File: src/rtl/buck_regs_pkg.sv
// Purpose: Shared constants and types for the converter-one register bank
// Assumes: 8-bit registers, 8-bit register pointer
// Notes: Reset values are the values shown before the NVM copy lands
package buck_regs_pkg;
  // ---------------------------------------------
  // Register offsets
  // ---------------------------------------------
  localparam logic [7:0] OFS_IDENTITY = 8'h01;
  localparam logic [7:0] OFS_NVM_VERSION = 8'h02;
  localparam logic [7:0] OFS_NVM_REVISION = 8'h03;
  localparam logic [7:0] OFS_CONV1_CTRL = 8'h04;
  localparam logic [7:0] OFS_CONV1_CONF = 8'h05;

  // ---------------------------------------------
  // Reset values and reserved masks
  // ---------------------------------------------
  localparam logic [7:0] RST_IDENTITY = 8'h00;
  localparam logic [7:0] RST_NVM_CODE = 8'h00;
  localparam logic [7:0] RST_CONV1_CTRL = 8'h22;
  localparam logic [7:0] RST_CONV1_CONF = 8'h22;
  localparam logic [7:0] RSV_CONV1_CTRL = 8'h44;
  localparam logic [7:0] RSV_CONV1_CONF = 8'hc0;
  localparam logic [7:0] RD_UNMAPPED = 8'h00;

  // ---------------------------------------------
  // Control field positions
  // ---------------------------------------------
  localparam int CTRL_ON_BIT = 0;
  localparam int CTRL_FPWM_BIT = 1;
  localparam int CTRL_SEL_BIT = 3;
  localparam int CTRL_MON_BIT = 4;
  localparam int CTRL_PLDN_BIT = 5;
  localparam int CTRL_RV_BIT = 7;

  // ---------------------------------------------
  // Serial target constants
  // ---------------------------------------------
  localparam logic [6:0] TARGET_ADDR_DEFAULT = 7'h48; // Arbitrary value
  localparam logic [3:0] BITS_PER_BYTE = 4'h8;

  // Control register layout, msb first
  typedef struct packed {
    logic residual_check;
    logic rsv6;
    logic discharge_on;
    logic monitor_on;
    logic setpoint_choice;
    logic rsv2;
    logic forced_fixed_freq;
    logic on;
  } ctrl_t;

  // Register write strobe with its data
  typedef struct packed {
    logic en;
    logic [7:0] addr;
    logic [7:0] data;
  } reg_wr_t;

  // NVM image copied in after reset
  typedef struct packed {
    logic [7:0] identity;
    logic [7:0] version;
    logic [7:0] revision;
    logic [7:0] ctrl;
    logic [7:0] conf;
  } nvm_image_t;
endpackage : buck_regs_pkg

File: src/rtl/pin_sync3.sv
// Purpose: Three-stage pin synchroniser with agreement filter
// Assumes: Input is asynchronous to sys_clk
// Notes: A change counts once stages two and three agree
`timescale 1ns/10ps
`default_nettype none
module pin_sync3 (
  // Clock and control
  input wire logic sys_clk,
  input wire logic rst,
  input wire logic ce,
  // Pin and filtered level
  input wire logic pin,
  output logic level
);
  logic s1_r;
  logic s2_r;
  logic s3_r;

  // ---------------------------------------------
  // Sync chain, idles high like a pulled-up bus
  // ---------------------------------------------
  always_ff @(posedge sys_clk) begin
    if (rst) begin
      s1_r <= 1'b1;
      s2_r <= 1'b1;
      s3_r <= 1'b1;
    end else if (ce) begin
      s1_r <= pin;
      s2_r <= s1_r;
      s3_r <= s2_r;
    end
  end

  // Filtered level only moves on agreement
  always_ff @(posedge sys_clk) begin
    if (rst) begin
      level <= 1'b1;
    end else if (ce && (s2_r == s3_r)) begin
      level <= s3_r;
    end
  end
endmodule : pin_sync3
`default_nettype wire

File: src/rtl/conv_one_drive.sv
// Purpose: Turns the control register into converter-one drive levels
// Assumes: Setpoint codes arrive from the rest of the map
// Notes: All outputs registered, one edge after the register
`timescale 1ns/10ps
`default_nettype none
module conv_one_drive
  import buck_regs_pkg::*;
(
  // Clock and control
  input wire logic sys_clk,
  input wire logic rst,
  input wire logic ce,
  // Settings
  input wire buck_regs_pkg::ctrl_t ctrl,
  input wire logic [7:0] setpoint_a,
  input wire logic [7:0] setpoint_b,
  // Drive levels
  output logic conv_on,
  output logic forced_fixed_freq,
  output logic [7:0] setpoint,
  output logic monitor_on,
  output logic discharge_on,
  output logic residual_check
);
  // ---------------------------------------------
  // Drive decode
  // ---------------------------------------------
  always_ff @(posedge sys_clk) begin
    if (rst) begin
      conv_on <= 1'b0;
      forced_fixed_freq <= 1'b1;
      setpoint <= 8'h00;
      monitor_on <= 1'b0;
      discharge_on <= 1'b0;
      residual_check <= 1'b0;
    end else if (ce) begin
      conv_on <= ctrl.on;
      // Low selects mixed pulse_frequency_operation and PWM
      forced_fixed_freq <= ctrl.forced_fixed_freq;
      setpoint <= ctrl.setpoint_choice ? setpoint_b : setpoint_a;
      // One enable gates all four comparators together
      monitor_on <= ctrl.monitor_on;
      // Pull-down only while off, never fighting the switcher
      discharge_on <= ctrl.discharge_on & ~ctrl.on;
      residual_check <= ctrl.residual_check;
    end
  end
endmodule : conv_one_drive
`default_nettype wire

File: src/rtl/buck_control_register_bank.sv
// Purpose: Serial-reachable register bank for converter one
// Assumes: I2C target with 8-bit pointer, auto-increment
// Notes: NVM image is copied on the first enabled edge after reset
//
// Overview of operation
// - Control register at 0x4, reset 0x22, fields then copied from NVM.
// - Configuration register at 0x5, reset 0x22.
// - Control bit 0 switches converter one on when set; resets to 0.
// - Control bit 1 forces fixed-frequency PWM when set; resets to 1.
// - Control bit 3 picks setpoint b when set, setpoint a when clear.
// - Control bit 4 enables all four fault comparators; resets to 0.
// - Control bit 5 connects discharge resistor while converter off; resets 1.
// - Control bit 7 enables residual voltage check on feedback; resets 0.
// - NVM version field loads from NVM and ignores host writes.
// - NVM revision field at 0x3 loads from NVM, read-only to host.
// - Host keeps reserved bits zero; a set reserved bit flags map error.
`timescale 1ns/10ps
`default_nettype none
module buck_control_register_bank
  import buck_regs_pkg::*;
#(
  parameter logic [6:0] TARGET_ADDR = buck_regs_pkg::TARGET_ADDR_DEFAULT
) (
  // Clock, reset, enable
  input wire logic sys_clk,
  input wire logic rst,
  input wire logic ce,
  // Serial bus pins
  input wire logic scl_in,
  input wire logic sda_in,
  output logic sda_out,
  output logic sda_oe,
  // NVM image and setpoints
  input wire buck_regs_pkg::nvm_image_t nvm_image,
  input wire logic [7:0] setpoint_a,
  input wire logic [7:0] setpoint_b,
  // Converter one drive
  output logic conv_on,
  output logic forced_fixed_freq,
  output logic [7:0] setpoint,
  output logic monitor_on,
  output logic discharge_on,
  output logic residual_check,
  // Status
  output logic map_error
);
  import buck_regs_pkg::*;

  typedef enum logic [4:0] {
    ST_IDLE = 5'b00001,
    ST_DEVADDR = 5'b00010,
    ST_REGADDR = 5'b00100,
    ST_WRITE = 5'b01000,
    ST_READ = 5'b10000
  } state_t;

  state_t state_r;
  logic scl_f;
  logic sda_f;
  logic scl_q_r;
  logic sda_q_r;
  logic [3:0] bit_cnt_r;
  logic ack_phase_r;
  logic [7:0] rx_r;
  logic [7:0] tx_r;
  logic [7:0] ptr_r;
  reg_wr_t wr_r;
  logic load_pending_r;
  logic [7:0] identity_r;
  logic [7:0] version_r;
  logic [7:0] revision_r;
  ctrl_t ctrl_r;
  logic [7:0] conf_r;
  logic start_det;
  logic stop_det;
  logic scl_rise;
  logic scl_fall;
  logic [7:0] rd_byte;

  // ---------------------------------------------
  // Helpers
  // ---------------------------------------------
  // Reserved bits of a writable register
  function automatic logic [7:0] rsv_mask(input logic [7:0] addr);
    case (addr)
      OFS_CONV1_CTRL: rsv_mask = RSV_CONV1_CTRL;
      OFS_CONV1_CONF: rsv_mask = RSV_CONV1_CONF;
      default: rsv_mask = 8'h00;
    endcase
  endfunction : rsv_mask

  // Read mux; unmapped offsets answer zero
  function automatic logic [7:0] read_reg(input logic [7:0] addr);
    case (addr)
      OFS_IDENTITY: read_reg = identity_r;
      OFS_NVM_VERSION: read_reg = version_r;
      OFS_NVM_REVISION: read_reg = revision_r;
      OFS_CONV1_CTRL: read_reg = ctrl_r;
      OFS_CONV1_CONF: read_reg = conf_r;
      default: read_reg = RD_UNMAPPED;
    endcase
  endfunction : read_reg

  // ---------------------------------------------
  // Pin conditioning
  // ---------------------------------------------
  pin_sync3 u_scl_sync (
    .sys_clk(sys_clk),
    .rst(rst),
    .ce(ce),
    .pin(scl_in),
    .level(scl_f)
  );

  pin_sync3 u_sda_sync (
    .sys_clk(sys_clk),
    .rst(rst),
    .ce(ce),
    .pin(sda_in),
    .level(sda_f)
  );

  // Previous filtered levels for edge detection
  always_ff @(posedge sys_clk) begin
    if (rst) begin
      scl_q_r <= 1'b1;
      sda_q_r <= 1'b1;
    end else if (ce) begin
      scl_q_r <= scl_f;
      sda_q_r <= sda_f;
    end
  end

  // Bus conditions, all on filtered levels
  assign start_det = scl_f & scl_q_r & sda_q_r & ~sda_f;
  assign stop_det = scl_f & scl_q_r & ~sda_q_r & sda_f;
  assign scl_rise = scl_f & ~scl_q_r;
  assign scl_fall = ~scl_f & scl_q_r;
  assign rd_byte = read_reg(ptr_r);

  // ---------------------------------------------
  // Serial target protocol
  // ---------------------------------------------
  // Data changes only on SCL low, so SDA is driven on falls
  always_ff @(posedge sys_clk) begin
    if (rst) begin
      state_r <= ST_IDLE;
      bit_cnt_r <= 4'h0;
      ack_phase_r <= 1'b0;
      rx_r <= 8'h00;
      tx_r <= 8'h00;
      ptr_r <= 8'h00;
      sda_oe <= 1'b0;
    end else if (ce) begin
      if (start_det) begin
        state_r <= ST_DEVADDR; // Repeated start keeps the pointer
        bit_cnt_r <= 4'h0;
        ack_phase_r <= 1'b0;
        sda_oe <= 1'b0;
      end else if (stop_det) begin
        state_r <= ST_IDLE;
        ack_phase_r <= 1'b0;
        sda_oe <= 1'b0;
      end else if (scl_rise && state_r != ST_IDLE) begin
        if (!ack_phase_r) begin
          rx_r <= {rx_r[6:0], sda_f};
          bit_cnt_r <= bit_cnt_r + 4'h1;
        end else if (state_r == ST_READ && !sda_oe) begin
          // Master ACK asks for the next byte, NACK ends the read; our own address ACK is not the master's
          if (sda_f) begin
            state_r <= ST_IDLE;
          end else begin
            ptr_r <= ptr_r + 8'h01;
          end
        end
      end else if (scl_fall && state_r != ST_IDLE) begin
        if (ack_phase_r) begin
          ack_phase_r <= 1'b0;
          bit_cnt_r <= 4'h0;
          if (state_r == ST_READ) begin
            sda_oe <= ~rd_byte[7];
            tx_r <= {rd_byte[6:0], 1'b0};
          end else begin
            sda_oe <= 1'b0;
          end
        end else if (bit_cnt_r == BITS_PER_BYTE) begin
          ack_phase_r <= 1'b1;
          case (state_r)
            ST_DEVADDR: begin
              if (rx_r[7:1] == TARGET_ADDR) begin
                sda_oe <= 1'b1;
                state_r <= rx_r[0] ? ST_READ : ST_REGADDR;
              end else begin
                sda_oe <= 1'b0;
                state_r <= ST_IDLE;
              end
            end
            ST_REGADDR: begin
              sda_oe <= 1'b1;
              ptr_r <= rx_r;
              state_r <= ST_WRITE;
            end
            ST_WRITE: begin
              sda_oe <= 1'b1;
              ptr_r <= ptr_r + 8'h01;
            end
            ST_READ: begin
              sda_oe <= 1'b0; // Release for the master's answer
            end
            default: begin
              sda_oe <= 1'b0;
              state_r <= ST_IDLE;
            end
          endcase
        end else if (state_r == ST_READ) begin
          sda_oe <= ~tx_r[7];
          tx_r <= {tx_r[6:0], 1'b0};
        end
      end
    end
  end

  // Write strobe, one cycle, at the byte's ACK slot
  always_ff @(posedge sys_clk) begin
    if (rst) begin
      wr_r <= '0;
    end else if (ce) begin
      wr_r.en <= scl_fall && !ack_phase_r && state_r == ST_WRITE && bit_cnt_r == BITS_PER_BYTE;
      wr_r.addr <= ptr_r;
      wr_r.data <= rx_r;
    end
  end

  // Open-drain: the pin is only ever pulled low
  always_ff @(posedge sys_clk) begin
    if (rst) begin
      sda_out <= 1'b0;
    end else if (ce) begin
      sda_out <= 1'b0;
    end
  end

  // ---------------------------------------------
  // Register file
  // ---------------------------------------------
  // NVM copy runs once after reset release
  always_ff @(posedge sys_clk) begin
    if (rst) begin
      load_pending_r <= 1'b1;
    end else if (ce) begin
      load_pending_r <= 1'b0;
    end
  end

  // Identification codes, host cannot alter the NVM pair
  always_ff @(posedge sys_clk) begin
    if (rst) begin
      identity_r <= RST_IDENTITY;
      version_r <= RST_NVM_CODE;
      revision_r <= RST_NVM_CODE;
    end else if (ce) begin
      if (load_pending_r) begin
        identity_r <= nvm_image.identity;
        version_r <= nvm_image.version;
        revision_r <= nvm_image.revision;
      end else if (wr_r.en && wr_r.addr == OFS_IDENTITY) begin
        identity_r <= wr_r.data;
      end
    end
  end

  // Converter one control and configuration
  always_ff @(posedge sys_clk) begin
    if (rst) begin
      ctrl_r <= ctrl_t'(RST_CONV1_CTRL);
      conf_r <= RST_CONV1_CONF;
    end else if (ce) begin
      if (load_pending_r) begin
        ctrl_r <= ctrl_t'(nvm_image.ctrl);
        conf_r <= nvm_image.conf;
      end else if (wr_r.en) begin
        // Whole byte at once so no mixed setting is ever driven
        if (wr_r.addr == OFS_CONV1_CTRL) begin
          ctrl_r <= ctrl_t'(wr_r.data);
        end
        if (wr_r.addr == OFS_CONV1_CONF) begin
          conf_r <= wr_r.data;
        end
      end
    end
  end

  // Integrity flag, sticky until reset
  always_ff @(posedge sys_clk) begin
    if (rst) begin
      map_error <= 1'b0;
    end else if (ce && wr_r.en && |(wr_r.data & rsv_mask(wr_r.addr))) begin
      map_error <= 1'b1;
    end
  end

  // ---------------------------------------------
  // Converter drive
  // ---------------------------------------------
  conv_one_drive u_drive (
    .sys_clk(sys_clk),
    .rst(rst),
    .ce(ce),
    .ctrl(ctrl_r),
    .setpoint_a(setpoint_a),
    .setpoint_b(setpoint_b),
    .conv_on(conv_on),
    .forced_fixed_freq(forced_fixed_freq),
    .setpoint(setpoint),
    .monitor_on(monitor_on),
    .discharge_on(discharge_on),
    .residual_check(residual_check)
  );
endmodule : buck_control_register_bank
`default_nettype wire

File: config.mk
export PLATFORM = sky130hd
export DESIGN_NAME = buck_control_register_bank
export DESIGN_NICKNAME = d
export VERILOG_FILES = /design/src/rtl/buck_regs_pkg.sv /design/src/rtl/pin_sync3.sv /design/src/rtl/conv_one_drive.sv /design/src/rtl/buck_control_register_bank.sv
export SDC_FILE = /design/constraint.sdc
export NUM_CORES = 1
export LEC_CHECK = 0
export BUFFER_PORTS_ARGS = -buffer_cell sky130_fd_sc_hd__clkbuf_2
export CORE_MARGIN = 2
export CORE_UTILIZATION = 50
export CTS_BUF_LIST = sky130_fd_sc_hd__clkbuf_16
export DETAILED_ROUTE_END_ITERATION = 10
export PLACE_DENSITY = 0.81
export SYNTH_ARGS = -nofsm -noshare
export SYNTH_HDL_FRONTEND = slang
export SYNTH_HIERARCHICAL = 1
export SYNTH_SLANG_ARGS = --single-unit
File: constraint.sdc
create_clock -name sys_clk -period 2.8 [get_ports sys_clk]
set_clock_uncertainty 0.15 [all_clocks]
set_input_delay 0.14 -clock sys_clk [delete_from_list [all_inputs] [get_ports sys_clk]]
set_output_delay 0.14 -clock sys_clk [all_outputs]
set_load 0.02 [all_outputs]
# Yosys cells after proc, flatten, opt, wreduce, memory -nomap -nowiden
# Index checks and enable logic that the tools add are counted.
op_classes:
  add_sub_neg: 2
  n_eq_ne: 33
  muxes: 58
  n_bitwise: 20
  reduce_logical: 37
ops:
  columns: ["op", "count"]
  rows:
  - ["$mux 8", 21]
  - ["$mux 5", 11]
  - ["$pmux 8 s5", 1]
  - ["$eq 8x3->1 const B", 4]
  - ["$pmux 8 s2", 2]
  - ["$mux 4", 6]
  - ["$eq 8x1->1 const B", 2]
  - ["$eq 8x2->1 const B", 2]
  - ["$mux 1", 15]
  - ["$pmux 5 s3", 1]
  - ["$logic_and 1x1->1", 11]
  - ["$not 1->1", 11]
  - ["$reduce_and 10->1", 1]
  - ["$reduce_and 5->1", 2]
  - ["$reduce_bool 2->1", 5]
  - ["$reduce_and 3->1", 3]
  - ["$reduce_bool 3->1", 3]
  - ["$add 8x1->8 const B", 1]
  - ["$and 1x1->1", 8]
  - ["$and 8x8->8", 1]
  - ["$ne 2x2->1 const B", 4]
  - ["$ne 4x3->1 const B", 2]
  - ["$reduce_and 8->1", 1]
  - ["$reduce_or 8->1", 1]
  - ["other kinds (25)", 31]
totals:
  register_bits: 117
  in_bits: 61
  out_inout_bits: 16
  wordCells: 190

# Longest topological paths before layout
# Gate-level depths: netlist (run 1).
logic_depth:
  ltp_word: 9
  depth_mapped: 9
  depth_no_buf: 7

# Modules after synthesis
# The synthesis (run 1) kept the hierarchy.
by_module_without_submodules:
  columns: ["module", "n_inst", "cells_per_inst", "area_each_um2", "seq_area_each_um2"]
  rows:
  - ["buck_control_register_bank", 1, 545, 4634.4, 1901.8]
  - ["conv_one_drive", 1, 52, 539.3, 260.2]
  - ["pin_sync3", 2, 15, 147.6, 80.1]

# Least setup slack after synthesis (run 1)
# OpenSTA, ideal clock, no wires.
synth_timing:
  path_type: "reg-to-reg"
  startpoint: "register bit_cnt_r[0]"
  endpoint: "register ptr_r[0]"
  setup_time_ns: 0.074
  arrival_time_ns: 1.885
  t_required_ns: 2.576
  setup_slack_ns: 0.690
  stages_incl_launch_ff: 9
  path_buffers: 1
  synth_period_minus_slack_ns: 2.110
  cell_sequence: "dfxtp_1 -> inv_1 -> ha_1 -> nor4bb_1 -> and4b_1 -> o221ai_2 -> buf_6 -> or3_1 -> a31oi_1"
synth_between:
  elab_chain_len: 3
synth_rtl:
  columns: ["element", "line", "source"]
  rows:
  - ["start: declaration", "buck_control_register_bank.sv:62", "logic [3:0] bit_cnt_r;"]
  - ["start signal: assignment", "buck_control_register_bank.sv:167", "bit_cnt_r <= bit_cnt_r + 4'h1;"]
  - ["$eq 4x4->1", "buck_control_register_bank.sv:186", "end else if (bit_cnt_r == BITS_PER_BYTE) begin"]
  - ["$ne 3x2->1 (no source line)", null, null]
  - ["$reduce_and 10->1 (no source line)", null, null]
  - ["end signal: assignment", "buck_control_register_bank.sv:173", "ptr_r <= ptr_r + 8'h01;"]
  - ["end signal: assignment", "buck_control_register_bank.sv:200", "ptr_r <= rx_r;"]
  - ["end signal: assignment", "buck_control_register_bank.sv:205", "ptr_r <= ptr_r + 8'h01;"]
  - ["end: declaration", "buck_control_register_bank.sv:66", "logic [7:0] ptr_r;"]
# No other way between the ends.
# A chain may end at the register's enable or synchronous reset.

# Final worst setup path (run 1)
# Same ends and word-level chain as after synthesis.

==> impl_metrics.ini, run 1 <==
[outcome]
outcome = completed

[floorplan]
rows = 38
start_util_pct = 50.9
die_w_um = 109
dieArea_um2 = 11800
die_h_um = 109
core_um2 = 10700
ios = 77

[global_routing]
grt_usage_pct = 28.2
grt_pass1_wl_um = 25700
grt_pass1_vias = 5203
grt_max_degree = 86
grt-ovfl-total = 0
grt_antenna_before_repair = 0

[synth]
yosys.area.top_type = dfxtp_1
syn-num-nets = 694
avgSynthCellArea_um2 = 8.72
ys_seq_area_share_pct = 42.5
ys_types = 62
synth_edf_count = 0
synth_area_leaders = dfxtp_1 (42%), mux2i_1 (7.3%), a21oi_1 (6.6%), a211oi_1 (5.9%), nor2_1 (5.4%)
synthFlopType = dfxtp_1
synth_commonest_cells = dfxtp_1 (116), nor2_1 (79), a21oi_1 (72), nand2_1 (49), a211oi_1 (43)
synth_top_area_share_pct = 42.5
ys_seq_elements = 116
async_reset_ff_share_pct = 0
syn_area_um2 = 5470
yosysWarningCount = 6
synth_cells = 627
synth_most_common_cell = dfxtp_1

[min_path]
min_delay_path_depth = 3
hold_start = nvm_image[38]
hold_class = input pin to flop
holdPathEnd = identity_r[6]$_SDFFE_PP0P_

[detailed_routing]
route.detailed.drc = 0
dr.first_iter.drc_count = 740
ant_nets = 0
dr_total_vias = 5488
drt-wirelength-per-cell_um = 18.5
firstDrtPassIters = 6
drt-total-wl_um = 16600
routed_via_density = 6.13

[critical_path]
end_kind = flop
worstPathArrival_ps = 2730
rrSetupSlack_ps = 250
cp.required_ps = 2980
start_kind = flop
r2r_end = ptr_r[0]$_SDFFE_PP0P_
cp_max_fo = 12
r2r_cells = 7
path_class = flop to flop
worstReg2RegStart = bit_cnt_r[0]$_SDFFE_PP0P_

[clocking]
cts_root_buf = clkbuf_16
cts_made_buffers = 17
postCtsSetupBuffers = 0
cts.path.max_buffers = 2
clk_latency_ps = 420
clkTransAtPathRegs_ps = 60
cts_tree = yes
htree_levels = 4
cts.sinks = 116

[cells_and_area]
regMostFlops = wr_r
fillers = 822
largest_register_ffs = 17
diodes = 0
nNetsFinal = 810
drive_above_1_share_pct = 17.2
area_growth_pct = 29.6

[power_and_ir_drop]
cellPowerDensity_nw_per_um2 = 631
leakage_nw = 2.80
ir_drop_mv = 0.386

[timing]
setup_viol = 0
period_needed_ps = 2550
rsz0062_at_grt = no
setup_tns_ps = 0
max_freq_mhz = 393
period_share_pct = 91.0
slew_headroom_pct = 41.0
timing.final.ws_setup_ps = 253
hold_viol_final = 0
drv_slew = 0
tightestPinTransition_ps = 884
hold_ws_ps = 2.29

[run]
cap_violations = 0

[placed_design]
dp_slack_ps = 300
dp_hpwl_um = 9960
gp_congestion = 0.923
port_buffers = 75
==> worst max-delay path by stage <==
stage                              start               endpoint
2_1_floorplan  bit_cnt_r[0]$_SDFFE_PP0P_  ptr_r[0]$_SDFFE_PP0P_
5_1_grt        bit_cnt_r[0]$_SDFFE_PP0P_  ptr_r[0]$_SDFFE_PP0P_
6_report       bit_cnt_r[0]$_SDFFE_PP0P_  ptr_r[0]$_SDFFE_PP0P_
3_3_place_gp   bit_cnt_r[0]$_SDFFE_PP0P_  ptr_r[0]$_SDFFE_PP0P_
3_5_place_dp   bit_cnt_r[0]$_SDFFE_PP0P_  ptr_r[0]$_SDFFE_PP0P_
4_1_cts        bit_cnt_r[0]$_SDFFE_PP0P_  ptr_r[0]$_SDFFE_PP0P_
==> critical path, stage by stage, from the launching register on <==
cell and delay, ps:
dfxtp_1 350, inv_1 90, ha_1 170, nor4bb_1 490, and4b_1 320, o221ai_2 230
or3_2 500, a31oi_1 170
==> stage by stage <==
stage	instance area [µm²]	total power (W)	instances	utilization [%]
floorplan	5470	0.00198	627	-
global placement	5890	0.00208	807	54.8
detailed placement	5890	0.00209	807	54.8
CTS	7090	0.00445	896	65.9
global route	7090	0.00459	896	65.9
finish	7090	0.00447	896	65.9
==> metal layers <==
layer | global-route usage, % | wire, µm | vias up | part of all wire [%]
met2 | 45.4 | 7800 | 320 | 47
met1 | 35.6 | 6920 | 2580 | 42
met4 | 12.6 | 593 | 0 | 3.6
met3 | 6.99 | 1310 | 69 | 7.9
met5 | 0 | 0 | - | 0
li1 | - | - | 2519 | -
==> where the power goes <==
| group | switching [W] | internal, W |
|---|---|---|
| combinational | 0.000200 | 0.000184 |
| clock | 0.000829 | 0.00150 |
| sequential | 0.0000496 | 0.00171 |
==> logic make-up after synthesis <==
| kind of cell | synth area share (%) |
|---|---|
| AOI/OAI and AO/OA | 23.5 |
| xor gates and xnor gates | 0.481 |
| adders and majority gates | 1.37 |
| buffers and inverters | 5.38 |
| DFF | 42.5 |
| muxes | 7.53 |
| other | 0.0686 |
| and+or+nand+nor | 19.2 |
==> cells in the final DEF (no fill, tap or decap), types with 8 or more instances in the layout <==
master | netlist | layout
a211o_1 | 9 | 9
nor2_1 | 79 | 79
mux2i_1 | 40 | 40
clkbuf_2 | 0 | 74
clkbuf_16 | 0 | 17
a211oi_1 | 43 | 43
a21oi_1 | 72 | 72
nand2b_1 | 12 | 12
o21ai_0 | 10 | 10
dlygate4sd3_1 | 0 | 57
dfxtp_1 | 116 | 116
inv_1 | 17 | 18
buf_4 | 3 | 13
a221oi_1 | 8 | 8
nor2b_1 | 12 | 12
nand2_1 | 49 | 49
nand3_1 | 13 | 13
==> layout make-up <==
type                    count  area [µm²]  share of cell area, %
inverters                  18        67.6                  0.954
clock inverters            15         204                   2.88
multi-input cells         446        2850                   40.3
repair buffers            144        1040                   14.7
well taps                 140         175                   2.47
clock buffers              17         425                   6.00
flip-flops and latches    116        2320                   32.8
==> timing repair <==
action                                 4_1_cts  5_1_grt
endpoints found under the hold margin       49        0
hold buffers                                57        0
resized for setup                            0        0
No activity file was read; power rests on OpenSTA's default activity.
==> run 2: changes to the inputs <==
BUFFER_PORTS_ARGS = unset   (was -buffer_cell sky130_fd_sc_hd__clkbuf_2)
DONT_BUFFER_PORTS = 1   (was unset)
PLACE_DENSITY = 0.75   (was 0.81)
clock period = 2.55 ns   (was 2.8 ns; I/O delays follow)
==> run 2 against run 1 <==
Wire length down 6.0%. Highest routed layer unchanged. Die area unchanged. Sequential share of layout area is 1.3 points higher. Combinational power shrank 6.3%.
==> impl_metrics.ini, run 2 (synthesis results as in run 1) <==
[global_routing]
use_met2_pct = 43.3
grt_pass1_wl_um = 24700
use_met1_pct = 36.0
grt_antenna_before_repair = 0
grt_usage_pct = 27.1
grt-busiest-layer = met2
grt_pass1_vias = 4855
grt_max_degree = 120
grt-ovfl-total = 0
grt_use_met3_pct = 6.81

[timing]
max_freq_mhz = 423
hold_viol_final = 0
setup_tns_ps = 0
setup_viol = 0
period_share_pct = 92.7
period_needed_ps = 2370
slew_headroom_pct = 53.6
rsz0062_at_grt = no
drv_slew = 0
tightestPinTransition_ps = 695

[detailed_routing]
firstDrtPassIters = 9
dr.first_iter.drc_count = 667
drt-total-wl_um = 15600
dr_total_vias = 5140
routed_via_density = 6.19
route.detailed.drc = 0
ant_nets = 0
drt-wirelength-per-cell_um = 18.8

[power_and_ir_drop]
leakage_nw = 2.52
ir_drop_mv = 0.570
cellPowerDensity_nw_per_um2 = 701

[clocking]
postCtsSetupBuffers = 0
cts_root_buf = clkbuf_16
cts_tree = yes
cts_made_buffers = 17
htree_levels = 4
clk_latency_ps = 410
clkTransAtPathRegs_ps = 50
cts.path.max_buffers = 2
cts.sinks = 116

[critical_path]
end_kind = flop
cp_max_fo = 10
start_kind = flop
worstPathArrival_ps = 2490
path_class = flop to flop
r2r_cells = 7
cp.required_ps = 2670
r2r_end = rx_r[7]$_SDFFE_PP0P_
rrSetupSlack_ps = 180
worstReg2RegStart = state_r[3]$_SDFFE_PP0P_

[min_path]
min_delay_path_depth = 2
hold_start = rst
hold_class = input pin to flop
holdPathEnd = ptr_r[4]$_SDFFE_PP0P_

[cells_and_area]
seqCellArea_um2 = 2320
final_cells = 830
regMostFlops = wr_r
fillers = 861
diodes = 0
multi_input_area_um2 = 2850
mostFrequentLayoutCells = dfxtp_1 (116), nor2_1 (79), a21oi_1 (72), dlygate4sd3_1 (61), nand2_1 (49)
nNetsFinal = 744
final_common_cell = dfxtp_1
drive_above_1_share_pct = 8.26
largest_register_ffs = 17
area_growth_pct = 24.5
finish.instance_area_um2 = 6810

[outcome]
outcome = completed

[placed_design]
dpl_cell_area_um2 = 5530
dp_hpwl_um = 9390
dp.cells = 735
port_buffers = 0
gp_congestion = 0.850

[run]
cap_violations = 0

[floorplan]
start_util_pct = 50.9
die_w_um = 109
rows = 38
die_h_um = 109
core_um2 = 10700
dieArea_um2 = 11800
ios = 77
-- run 2: cell count changes in the layout (fill, tap and decap cells not counted) --
| cell | change |
|---|---|
| clkinv_4 | -2 |
| clkinv_2 | -1 |
| clkbuf_2 | -74 |
| buf_16 | +2 |
| inv_6 | -3 |
| clkinvlp_4 | +3 |
| buf_4 | +2 |
| dlygate4sd3_1 | +4 |
| clkinv_1 | +3 |
-- run 2: timing repair --
| item | 4_1_cts | 5_1_grt |
|---|---|---|
| gates resized for setup | 0 | 0 |
| hold endpoints to repair | 116 | 0 |
| hold buffers | 63 | 0 |
-- run 2: layer usage --
layer	vias to the layer above	wire [µm]
met1	2460	6740
met5	-	0
met2	264	7310
li1	2380	-
met4	0	310
met3	36	1260
-- run 2: worst max-delay path by stage --
stage / start / endpoint / slack [ps]
6_report: state_r[3]$_SDFFE_PP0P_ / rx_r[7]$_SDFFE_PP0P_ / 180
2_1_floorplan: bit_cnt_r[0]$_SDFFE_PP0P_ / ptr_r[0]$_SDFFE_PP0P_ / 440
3_5_place_dp: state_r[3]$_SDFFE_PP0P_ / rx_r[5]$_SDFFE_PP0P_ / 280
4_1_cts: state_r[3]$_SDFFE_PP0P_ / rx_r[7]$_SDFFE_PP0P_ / 200
3_3_place_gp: bit_cnt_r[0]$_SDFFE_PP0P_ / ptr_r[0]$_SDFFE_PP0P_ / 270
5_1_grt: state_r[3]$_SDFFE_PP0P_ / rx_r[7]$_SDFFE_PP0P_ / 60
-- run 2: area by class of cell --
class | count | share of cell area (%)
clock inverter | 15 | 2.77
multi-input combinational | 446 | 41.9
inverter | 18 | 0.992
tap | 140 | 2.57
clock buffer | 17 | 6.25
timing repair buffer | 78 | 11.4
sequential | 116 | 34.1
-- run 2: critical path: stages (launching register included) --
cell,delay (ps)
dfxtp_1,540
nor4_2,130
a21o_1,300
buf_4,190
nor3_1,330
buf_4,280
mux2i_1,240
nor2_1,60
-- run 2: where the power goes --
part,internal (W),total [W],switching [W]
sequential,0.00188,0.00195,0.0000672
combinational,0.000175,0.000359,0.000184
clock,0.00162,0.00246,0.000842
total,0.00368,0.00477,0.00109
-- run 2: stage by stage --
step / hold slack (ps) / setup slack, ps / total power, W / utilization, %
detailed placement: 64.6 / 275 / 0.00219 / 51.5
global placement: 58.1 / 270 / 0.00218 / 51.5
CTS: 20.1 / 199 / 0.00477 / 63.4
finish: 42.1 / 185 / 0.00477 / 63.4
global route: 77.9 / 58.9 / 0.00491 / 63.4
floorplan: 50.3 / 440 / 0.00218 / -
==> run 3: changes to the inputs <==
CORE_MARGIN = unset   (was 2)
CORE_UTILIZATION = 35   (was 50)
PLACE_DENSITY = 0.59   (was 0.75)
SYNTH_HIERARCHICAL = unset   (was 1)
==> run 3 against run 2 <==
Via count shrank 0.58%. Synthesized cell count grew 4.0%. Global-route usage shrank 6.2 points. Sequential power barely moved. Die area increased by 39%. Combinational power fell by 5.8%. Critical path type unchanged. Largest power group unchanged.
==> impl_metrics.ini, run 3 <==
[outcome]
outcome = completed

[run]
cap_violations = 0

[clocking]
clk_latency_ps = 420
clkTransAtPathRegs_ps = 60
postCtsSetupBuffers = 0
cts_root_buf = clkbuf_16
cts_tree = yes
cts_made_buffers = 17
cts.sinks = 116
htree_levels = 4
cts.path.max_buffers = 2

[floorplan]
rows = 45
die_w_um = 128
core_um2 = 15300
start_util_pct = 36.2
dieArea_um2 = 16300
die_h_um = 128
ios = 77

[placed_design]
port_buffers = 0
gp_congestion = 0.900
dp_slack_ps = 284
dp_hpwl_um = 10300

[synth]
ys_seq_area_share_pct = 41.9
syn-num-nets = 719
yosysWarningCount = 0
ys_seq_elements = 116
synth_area_leaders = dfxtp_1 (42%), mux2i_1 (8.3%), a21oi_1 (6.0%), nor2_1 (5.8%), nand2_1 (3.9%)
yosys.area.top_type = dfxtp_1
ys_types = 68
synth_cells = 652
async_reset_ff_share_pct = 0
synth_most_common_cell = dfxtp_1
synth_edf_count = 0
avgSynthCellArea_um2 = 8.50
synth_commonest_cells = dfxtp_1 (116), nor2_1 (86), a21oi_1 (67), nand2_1 (58), mux2i_1 (46)
synth_top_area_share_pct = 41.9
synthFlopType = dfxtp_1
syn_area_um2 = 5540

[timing]
setup_viol = 0
setup_tns_ps = 0
slew_headroom_pct = 38.9
period_share_pct = 90.2
timing.final.ws_setup_ps = 249
drv_slew = 0
tightestPinTransition_ps = 916
hold_viol_final = 0
max_freq_mhz = 435
period_needed_ps = 2300
rsz0062_at_grt = no

[global_routing]
grt_max_degree = 96
grt-ovfl-total = 0
grt_pass1_vias = 5001
grt_antenna_before_repair = 0
grt_pass1_wl_um = 26400
grt_usage_pct = 20.9

[cells_and_area]
nNetsFinal = 770
diodes = 0
area_growth_pct = 25.7
fillers = 1497
regMostFlops = wr_r
drive_above_1_share_pct = 9.36
largest_register_ffs = 17
mostFrequentLayoutCells = dfxtp_1 (115), nor2_1 (86), a21oi_1 (67), dlygate4sd3_1 (60), nand2_1 (58)
final_common_cell = dfxtp_1

[detailed_routing]
routed_via_density = 5.51
dr.first_iter.drc_count = 357
route.detailed.drc = 0
drt-wirelength-per-cell_um = 17.6
ant_nets = 0
dr_total_vias = 5110
drt-total-wl_um = 16300
firstDrtPassIters = 5

[min_path]
hold_class = input pin to flop
hold_start = ce

[power_and_ir_drop]
leakage_nw = 2.64
cellPowerDensity_nw_per_um2 = 657
ir_drop_mv = 0.428

[critical_path]
path_cells = inv_1 > ha_1 > and3b_1 > o31ai_1 > o22a_1 > nor2_1 > o32ai_1
end_kind = flop
path_class = flop to flop
cpMaxStageDelayCell = o31ai_1
cp.required_ps = 2730
cp_slowest_stage_delay_ps = 490
crit_start = bit_cnt_r[0]$_SDFFE_PP0P_
worstReg2RegStart = bit_cnt_r[0]$_SDFFE_PP0P_
start_kind = flop
worstPathArrival_ps = 2480
cp_max_fo = 5
-- run 3: timing repair --
item | CTS | global route
setup endpoints to repair | 0 | 3
gates resized for setup | 0 | 2
hold endpoints to repair | 110 | 0
hold buffers | 62 | 0
-- run 3: cell families after synthesis --
| family | after synthesis | synth area share [%] |
|---|---|---|
| muxes | 47 | 8.51 |
| buffers and inverters | 72 | 5.66 |
| DFF | 116 | 41.9 |
| and+or+nand+nor | 217 | 18.6 |
| xor gates and xnor gates | 2 | 0.451 |
| other | 1 | 0.0676 |
| adders and majority gates | 6 | 1.35 |
| AOI/OAI and AO/OA | 191 | 23.5 |
-- run 3: worst paths after layout --
path	to	slack [ps]	depth (start not counted)
setup / recovery	state_r[2]$_SDFFE_PP0P_	250	7
hold / removal	revision_r[0]$_SDFFE_PP0P_	90	4
setup reg to reg	state_r[2]$_SDFFE_PP0P_	250	7
hold reg to reg	version_r[6]$_SDFFE_PP0P_	310	2
-- run 3: metal layers --
| metal | vias up | GRT usage, % | share of wire [%] |
|---|---|---|---|
| li1 | 2460 | - | - |
| met3 | 25 | 5.13 | 5.5 |
| met1 | 2450 | 25.8 | 43 |
| met5 | - | 0 | 0 |
| met4 | 0 | 9.41 | 2.5 |
| met2 | 175 | 34.5 | 49 |
-- run 3: metrics by stage --
step | hold WS [ps] | cell area (µm²) | util (%) | std cells | power (W)
6_report | 90.5 | 6970 | 45.5 | 927 | 0.00458
5_1_grt | 106 | 6970 | 45.5 | 927 | 0.00474
4_1_cts | 69.9 | 6960 | 45.4 | 927 | 0.00460
3_5_place_dp | 58.6 | 5740 | 37.5 | 833 | 0.00217
3_3_place_gp | 56.3 | 5740 | 37.5 | 833 | 0.00217
2_1_floorplan | 106 | 5540 | - | 652 | 0.00216
-- run 3: worst max-delay path, delay by kind of cell, from the launching register on --
kind            cells  cell delay [ps]
flops               1              390
compound gates      3             1040
simple gates        2              320
fa+ha+maj           1              210
buf+inv             1               90
-- run 3: cell type report --
type / instances / area (µm²) / share of cell area [%]
multi-input cells: 464 / 2920 / 41.9
flip-flops and latches: 116 / 2320 / 33.3
repair buffers: 83 / 813 / 11.7
inverters: 21 / 78.8 / 1.13
clock inverters: 15 / 140 / 2.01
clock buffers: 17 / 425 / 6.11
well taps: 211 / 264 / 3.79
-- run 3: report_power, final --
group / switching, W / internal, W / leakage (nW)
Combinational: 0.000177 / 0.000162 / 1.40
Sequential: 0.0000635 / 0.00187 / 0.946
Clock: 0.000878 / 0.00142 / 0.286
